--- src/pkg/atsp_pkg.sv ---
// constants for the asynchronous timer sync and prescaler reset block
package atsp_pkg;
    // --------------------------------------------------------------
    // register offsets (data space)
    // --------------------------------------------------------------
    localparam logic [7:0] GTC_OFF = 8'h43;
    localparam logic [7:0] STATUS_OFF = 8'hB6;
    localparam logic [7:0] CTL_A_OFF = 8'hB0;
    localparam logic [7:0] CTL_B_OFF = 8'hB1;
    localparam logic [7:0] COUNT_OFF = 8'hB2;
    localparam logic [7:0] CMP_A_OFF = 8'hB3;
    localparam logic [7:0] CMP_B_OFF = 8'hB4;
    localparam logic [7:0] IO_SPACE_BASE = 8'h20;
    // --------------------------------------------------------------
    // field positions
    // --------------------------------------------------------------
    localparam int SYNC_HOLD_BIT = 7;
    localparam int PSR_ASYNC_BIT = 1;
    localparam int PSR_SYNC_BIT = 0;
    localparam int EXT_SEL_BIT = 6;
    localparam int ASYNC_SEL_BIT = 5;
    localparam int BUSY_TOP_BIT = 4;
    // --------------------------------------------------------------
    // held registers: index order also gives busy bit = BUSY_TOP_BIT - index
    // --------------------------------------------------------------
    localparam int HOLD_COUNT = 5;
    localparam int IDX_COUNT = 0;
    localparam int IDX_CMP_A = 1;
    localparam int IDX_CMP_B = 2;
    localparam int IDX_CTL_A = 3;
    localparam int IDX_CTL_B = 4;
    localparam logic [7:0] HOLD_OFF [HOLD_COUNT] = '{COUNT_OFF, CMP_A_OFF, CMP_B_OFF, CTL_A_OFF, CTL_B_OFF};
    // --------------------------------------------------------------
    // reset values
    // --------------------------------------------------------------
    localparam logic [7:0] GTC_RESET = 8'h00;
    localparam logic [7:0] STATUS_RESET = 8'h00;
    localparam logic [7:0] HOLD_RESET = 8'h00;
endpackage : atsp_pkg

--- src/design/atsp_core.sv ---
// asynchronous timer register sync, busy flags and prescaler reset control
// --------------------------------------------------------------
// Functional notes
// external clock select with async mode enables pin buffer; crystal runs only when clear
// software should set external clock select before choosing async mode
// timer ticks on io clock when async select clear, else on oscillator pin
// software rewrites count, compares and controls after async select changes
// counter write in async mode sets busy; cleared once counter loaded
// compare A write in async mode sets busy; cleared once loaded
// compare B write in async mode sets busy; cleared once loaded
// control A write in async mode sets busy; cleared once loaded
// control B write in async mode sets busy; cleared once loaded
// software must not write a held register while its busy flag is set
// sync hold mode keeps written prescaler reset bits, halting timers
// clearing sync hold mode clears both prescaler reset bits by hardware
// async prescaler reset bit resets prescaler, self clears unless hold mode
// in async mode async prescaler reset bit stays until oscillator domain reset done
// sync prescaler reset bit resets shared prescaler, self clears unless hold mode
// general control register decoded at 0x43 and at io offset 0x23
// held values and resets pass through synchronised oscillator edges
// counter write suppresses compare match on the next timer clock
// --------------------------------------------------------------
`timescale 1ns/1ns
module atsp_core
    import atsp_pkg::*;
(
    input wire logic clk, // io clock, 25 MHz
    input wire logic reset_n, // async reset, active low
    input wire logic [7:0] addr, // register offset
    input wire logic io_space, // addr is an io-space offset
    input wire logic wr_en, // write strobe
    input wire logic [7:0] wdata, // write data
    input wire logic rd_en, // read strobe
    output logic [7:0] rdata, // read data, one cycle after rd_en
    input wire logic [7:0] timer_count_in, // live counter value
    input wire logic timer_osc_in_pin, // timer oscillator / external clock pin
    output logic timer_tick, // one-cycle timer clock tick
    output logic osc_input_buf_en, // external clock input buffer enable
    output logic crystal_osc_en, // crystal oscillator enable
    output logic async_clock_sel, // timer runs from oscillator pin
    output logic count_load, // pulse: counter takes timer_count_value
    output logic [7:0] timer_count_value, // value to load into counter
    output logic [7:0] compare_value_a, // active compare A
    output logic [7:0] compare_value_b, // active compare B
    output logic [7:0] timer_control_a, // active control A
    output logic [7:0] timer_control_b, // active control B
    output logic compare_block, // compare match suppressed
    output logic async_prescaler_reset, // async timer prescaler reset
    output logic sync_prescaler_reset // shared prescaler reset
);
    // --------------------------------------------------------------
    // oscillator pin synchroniser and edge detect
    // --------------------------------------------------------------
    logic osc_meta;
    logic osc_sync;
    logic osc_prev;
    logic osc_tick;
    logic tick_now;

    always_ff @(posedge clk or negedge reset_n) begin
        if (!reset_n) begin
            osc_meta <= 1'b0;
            osc_sync <= 1'b0;
            osc_prev <= 1'b0;
        end else begin
            osc_meta <= timer_osc_in_pin;
            osc_sync <= osc_meta;
            osc_prev <= osc_sync;
        end
    end

    assign osc_tick = osc_sync & ~osc_prev;
    assign tick_now = async_clock_sel ? osc_tick : 1'b1;

    // --------------------------------------------------------------
    // address decode
    // --------------------------------------------------------------
    logic [7:0] eff_addr;
    logic gtc_wr;
    logic status_wr;

    assign eff_addr = io_space ? 8'(addr + IO_SPACE_BASE) : addr;
    assign gtc_wr = wr_en && (eff_addr == GTC_OFF);
    assign status_wr = wr_en && (eff_addr == STATUS_OFF);

    // --------------------------------------------------------------
    // held registers and busy flags
    // --------------------------------------------------------------
    logic [7:0] hold_v [HOLD_COUNT];
    logic [7:0] active [HOLD_COUNT];
    logic [HOLD_COUNT-1:0] busy;
    logic [7:0] next_hold_v [HOLD_COUNT];
    logic [7:0] next_active [HOLD_COUNT];
    logic [HOLD_COUNT-1:0] next_busy;
    logic [HOLD_COUNT-1:0] hit;
    logic [HOLD_COUNT-1:0] loaded;
    logic ext_sel;
    logic next_ext_sel;
    logic next_async_sel;
    logic next_count_load;
    logic next_compare_block;
    logic next_timer_tick;

    genvar gi;
    generate
        for (gi = 0; gi < HOLD_COUNT; gi++) begin : g_hit
            assign hit[gi] = wr_en && (eff_addr == HOLD_OFF[gi]);
        end
    endgenerate

    always_comb begin
        for (int i = 0; i < HOLD_COUNT; i++) begin
            next_hold_v[i] = hold_v[i];
            next_active[i] = active[i];
            next_busy[i] = busy[i];
            loaded[i] = 1'b0;
            if (busy[i] && osc_tick) begin
                next_active[i] = hold_v[i];
                next_busy[i] = 1'b0;
                loaded[i] = 1'b1;
            end
            if (hit[i]) begin
                next_hold_v[i] = wdata;
                if (async_clock_sel) begin
                    next_busy[i] = 1'b1;
                end else begin
                    next_active[i] = wdata;
                    loaded[i] = 1'b1;
                end
            end
        end
        next_ext_sel = status_wr ? wdata[EXT_SEL_BIT] : ext_sel;
        next_async_sel = status_wr ? wdata[ASYNC_SEL_BIT] : async_clock_sel;
        next_count_load = loaded[IDX_COUNT];
        next_timer_tick = tick_now;
        if (loaded[IDX_COUNT]) begin
            next_compare_block = 1'b1;
        end else if (tick_now) begin
            next_compare_block = 1'b0;
        end else begin
            next_compare_block = compare_block;
        end
    end

    always_ff @(posedge clk or negedge reset_n) begin
        if (!reset_n) begin
            for (int i = 0; i < HOLD_COUNT; i++) begin
                hold_v[i] <= HOLD_RESET;
                active[i] <= HOLD_RESET;
            end
            busy <= '0;
            ext_sel <= STATUS_RESET[EXT_SEL_BIT];
            async_clock_sel <= STATUS_RESET[ASYNC_SEL_BIT];
            count_load <= 1'b0;
            compare_block <= 1'b0;
            timer_tick <= 1'b0;
        end else begin
            hold_v <= next_hold_v;
            active <= next_active;
            busy <= next_busy;
            ext_sel <= next_ext_sel;
            async_clock_sel <= next_async_sel;
            count_load <= next_count_load;
            compare_block <= next_compare_block;
            timer_tick <= next_timer_tick;
        end
    end

    assign timer_count_value = active[IDX_COUNT];
    assign compare_value_a = active[IDX_CMP_A];
    assign compare_value_b = active[IDX_CMP_B];
    assign timer_control_a = active[IDX_CTL_A];
    assign timer_control_b = active[IDX_CTL_B];
    assign osc_input_buf_en = ext_sel & async_clock_sel;
    assign crystal_osc_en = ~ext_sel;

    // --------------------------------------------------------------
    // general timer control: hold mode and prescaler resets
    // --------------------------------------------------------------
    logic sync_hold_mode;
    logic next_sync_hold_mode;
    logic next_psr_async;
    logic next_psr_sync;

    always_comb begin
        next_sync_hold_mode = sync_hold_mode;
        next_psr_async = async_prescaler_reset;
        next_psr_sync = sync_prescaler_reset;
        if (!sync_hold_mode) begin
            next_psr_sync = 1'b0;
            if (!async_clock_sel || osc_tick) begin
                next_psr_async = 1'b0;
            end
        end
        if (gtc_wr) begin
            next_sync_hold_mode = wdata[SYNC_HOLD_BIT];
            next_psr_async = wdata[PSR_ASYNC_BIT];
            next_psr_sync = wdata[PSR_SYNC_BIT];
        end
    end

    always_ff @(posedge clk or negedge reset_n) begin
        if (!reset_n) begin
            sync_hold_mode <= GTC_RESET[SYNC_HOLD_BIT];
            async_prescaler_reset <= GTC_RESET[PSR_ASYNC_BIT];
            sync_prescaler_reset <= GTC_RESET[PSR_SYNC_BIT];
        end else begin
            sync_hold_mode <= next_sync_hold_mode;
            async_prescaler_reset <= next_psr_async;
            sync_prescaler_reset <= next_psr_sync;
        end
    end

    // --------------------------------------------------------------
    // read path
    // --------------------------------------------------------------
    logic [7:0] next_rdata;
    logic [7:0] status_val;

    always_comb begin
        status_val = 8'h00;
        status_val[EXT_SEL_BIT] = ext_sel;
        status_val[ASYNC_SEL_BIT] = async_clock_sel;
        for (int i = 0; i < HOLD_COUNT; i++) begin
            status_val[BUSY_TOP_BIT - i] = busy[i];
        end
        next_rdata = rdata;
        if (rd_en) begin
            case (eff_addr)
                GTC_OFF: next_rdata = {sync_hold_mode, 5'h00, async_prescaler_reset, sync_prescaler_reset};
                STATUS_OFF: next_rdata = status_val;
                COUNT_OFF: next_rdata = timer_count_in;
                CMP_A_OFF: next_rdata = active[IDX_CMP_A];
                CMP_B_OFF: next_rdata = active[IDX_CMP_B];
                CTL_A_OFF: next_rdata = active[IDX_CTL_A];
                CTL_B_OFF: next_rdata = active[IDX_CTL_B];
                default: next_rdata = 8'h00;
            endcase
        end
    end

    always_ff @(posedge clk or negedge reset_n) begin
        if (!reset_n) begin
            rdata <= 8'h00;
        end else begin
            rdata <= next_rdata;
        end
    end
endmodule : atsp_core

--- config.mk ---
export PLATFORM = sky130hd
export DESIGN_NAME = atsp_core
export DESIGN_NICKNAME = d
export VERILOG_FILES = /design/src/pkg/atsp_pkg.sv /design/src/design/atsp_core.sv
export SDC_FILE = /design/constraint.sdc
export NUM_CORES = 1
export LEC_CHECK = 0
export BUFFER_PORTS_ARGS = -buffer_cell sky130_fd_sc_hd__buf_4
export CAP_MARGIN = 40
export CELL_PAD_IN_SITES_DETAIL_PLACEMENT = 1
export CELL_PAD_IN_SITES_GLOBAL_PLACEMENT = 1
export CORE_MARGIN = 2
export CORE_UTILIZATION = 46
export DETAILED_ROUTE_END_ITERATION = 10
export PLACE_DENSITY = 0.84
export SYNTH_ARGS = -nofsm -noshare
export SYNTH_HDL_FRONTEND = slang
export SYNTH_SLANG_ARGS = --single-unit
export TNS_END_PERCENT = 5
--- constraint.sdc ---
create_clock -name clk -period 2 [get_ports clk]
set_clock_uncertainty 0.2 [all_clocks]
set_input_delay 0.1 -clock clk [delete_from_list [all_inputs] [get_ports clk]]
set_output_delay 0.1 -clock clk [all_outputs]
set_load 0.02 [all_outputs]
==> out/qor.yml <==
syn_to_final_growth_pct: 28.50
cp.arrival_ns: 2.03
synth_area_um2: 4992
drive_above_1_share_pct: 51.50
leakage_nw: 3.231
first_iter_violations: 147
synth_seq_cells: 104
rows: 38
clock_path_buffers: 2
cts.sinks: 104
hold_viol_final: 0
crit_family: "buffers and inverters"
cts_tree: "built"
register_area_um2: 2603
antenna_cells: 0
startpoint_type: "input port"
placeableCoreArea_um2: 10700
die-width_um: 108.2
power_density_nw_per_um2: 647.5
critPathMaxFanout: 8
cp_cell_sequence: "buf_4 -> ha_4 -> nand4bb_4 -> a221o_1 -> buf_4 -> nor3_4 -> buf_12 -> mux2_2"
firstDrtPassIters: 4
synthTopCellsByArea: "dfrtp_1 (52%), mux2_2 (24%), mux2i_1 (4.8%)"
synth_top_area_cell: "dfrtp_1"
max_freq_mhz: 506.5
r2r-end: "compare_value_a[5]$_DFF_PN0_"
ant_nets: 0
remaining_drc_errors: 0
rr_worst_depth: 6
max_stage_delay_ns: 0.43
clkLatencyLatePin_ns: 0.38
yosys-top-cells-count: "mux2_2 (108), dfrtp_1 (104), mux2i_1 (24)"
vias: 3567
io_pins: 86
tightestPinTransition_ns: 0.4414
fill_cells: 1101
synthArstFlopShare_pct: 100.0
avgSynthCellArea_um2: 13.49
irDropWorstVdd_v: 0.0004118
reg2reg_slack_ns: 0.08
final_net_count: 526
routedWlPerCell_um: 21.95
antenna_found_initial: 0
path_buf_inv: 3
dp_hpwl_um: 9921
status: "complete, no violations"
clk_pin_slew_worst_paths_ns: 0.09
finalWirelength_um: 14030
worstPathRequired_ns: 2.06
drv_cap: 0
end_kind: "register"
die_height_um: 108.2
cts_root_buf: "clkbuf_8"
r2r-start: "osc_sync$_DFF_PN0_"
max_slew_margin_pct: 70.58
synth_edf_count: 0
synth_most_common_cell: "mux2_2"
slowest_stage: "a221o_1"
slew_violations: 0
grt_pass1_vias: 3867
ys.flop_type: "dfrtp_1"
hp-class: "input port to asynchronous set/reset pin"
finalPower_mw: 4.154
place.gp.congestion: 0.8731
grt_remaining_overflow: 0
setup.worst_path.end: "compare_value_a[5]$_DFF_PN0_"
grt_usage_pct: 25.28
ys_types: 44
initial_core_util_pct: 46.67
cts_made_buffers: 9
crit_top_cell: "buf_4"
netlist_instances: 370
critPathKind: "input port to register"
finalCritPeriodShare_pct: 98.71
startpoint: "addr[5]"
htreeDepth: 3
grt_max_degree: 45
netlist.area_leader.share_pct: 52.13
multi_input_area_um2: 2308
synth_nets: 401
rsz0062_at_grt: "yes"
io_buffers: 85
setup_viol: 0
viasPerCell: 5.582
cp.depth: 8
grt_pass1_wl_um: 21730
yosysWarnings: 0
die-area_um2: 11700
final_cell_area_um2: 6415
dpl_cell_area_um2: 6013
yosysSeqAreaShare_pct: 52.13
fin_crit_ns: 1.974
[per-layer routing]
metal / share of wire [%] / global-route usage (%) / up-vias
met5: 0 / 0 / -
met4: 1.7 / 7.601 / 0
met3: 4.3 / 4.039 / 20
met2: 50 / 42.99 / 87
met1: 44 / 33.46 / 1849
li1: - / - / 1611
[through the flow]
stage	setup TNS [ns]	hold WS (ns)	utilization, %	setup slack (ns)	cells
after floorplan	-1.603	-0.3956	-	-0.1206	370
after global placement	-9.698	-0.1343	56.21	-0.2771	605
after detailed placement	-12.40	-0.1241	56.21	-0.3452	605
after CTS	0	0.007323	59.77	0.04059	639
after global routing	-0.02405	0.02699	59.96	-0.01433	639
final	0	0.009552	59.96	0.02581	639
[worst register-to-register path, cell delays in order (launching register included)]
cell and delay [ns]:
dfrtp_1 0.42, nor2b_1 0.15, buf_4 0.15, nand2_1 0.07, buf_4 0.19, mux2_2 0.35, mux2_2 0.27
[worst min path at each step]
stage / end / depth (start not counted)
finish: hold_v[9]$_DFFE_PN0P_ / 2
global route: hold_v[17]$_DFFE_PN0P_ / 2
CTS: timer_control_a[1]$_DFF_PN0_ / 2
detailed placement: timer_control_a[1]$_DFF_PN0_ / 1
global placement: timer_control_a[1]$_DFF_PN0_ / 1
floorplan: async_clock_sel$_DFFE_PN0P_ / 0
[cell type report]
class | count | share of cell area [%]
Clock buffer | 12 | 2.575
Clock inverter | 3 | 0.3901
Inverter | 8 | 0.4681
Multi-Input combinational cell | 239 | 35.99
Sequential cell | 104 | 40.57
Tap cell | 140 | 2.731
Timing Repair Buffer | 133 | 17.28
[cell usage in the layout, fill, tap and decap left out, types with 9 or more instances in the layout]
master	netlist	routed
buf_4	0	109
clkbuf_8	0	12
dfrtp_1	104	104
dlygate4sd3_1	0	19
mux2_2	108	107
mux2_4	8	9
mux2i_1	24	24
nand2_1	14	14
nand3_1	9	9
nor2_1	11	11
[kinds of logic (layout without fill, tap and decap cells)]
family                   Yosys count  in the layout  share of synthesized area, %
adder cells (fa/ha/maj)            1              1                        0.2506
buffers and inverters             27            156                         2.381
XOR/XNOR                           1              1                        0.1755
AO/OA/AOI/OAI                     35             35                         5.238
flip-flops                       104            104                         52.13
AND/OR/NAND/NOR                   59             59                         7.118
multiplexers                     143            143                         32.71
[flip-flops by register name, summed over array words and instances (netlist names), 5 cells and up]
| name | flops |
|---|---|
| compare_value_a | 8 |
| rdata | 8 |
| timer_control_b | 8 |
| timer_count_value | 8 |
| hold_v | 40 |
| compare_value_b | 8 |
| busy | 5 |
| timer_control_a | 8 |
[timing repair]
action | in CTS | in global routing
hold buffers | 19 | 0
resized for setup | 0 | 2
endpoints found under the hold margin | 193 | 0
endpoints found under the setup margin | 0 | 25
buffers inserted | 0 | 0
[where the power goes]
group	switching, mW	total (mW)	internal (mW)
clock network	0.716	1.27	0.555
logic	0.314	0.609	0.295
registers	0.0750	2.27	2.20
No activity file was read; power rests on OpenSTA's default activity.
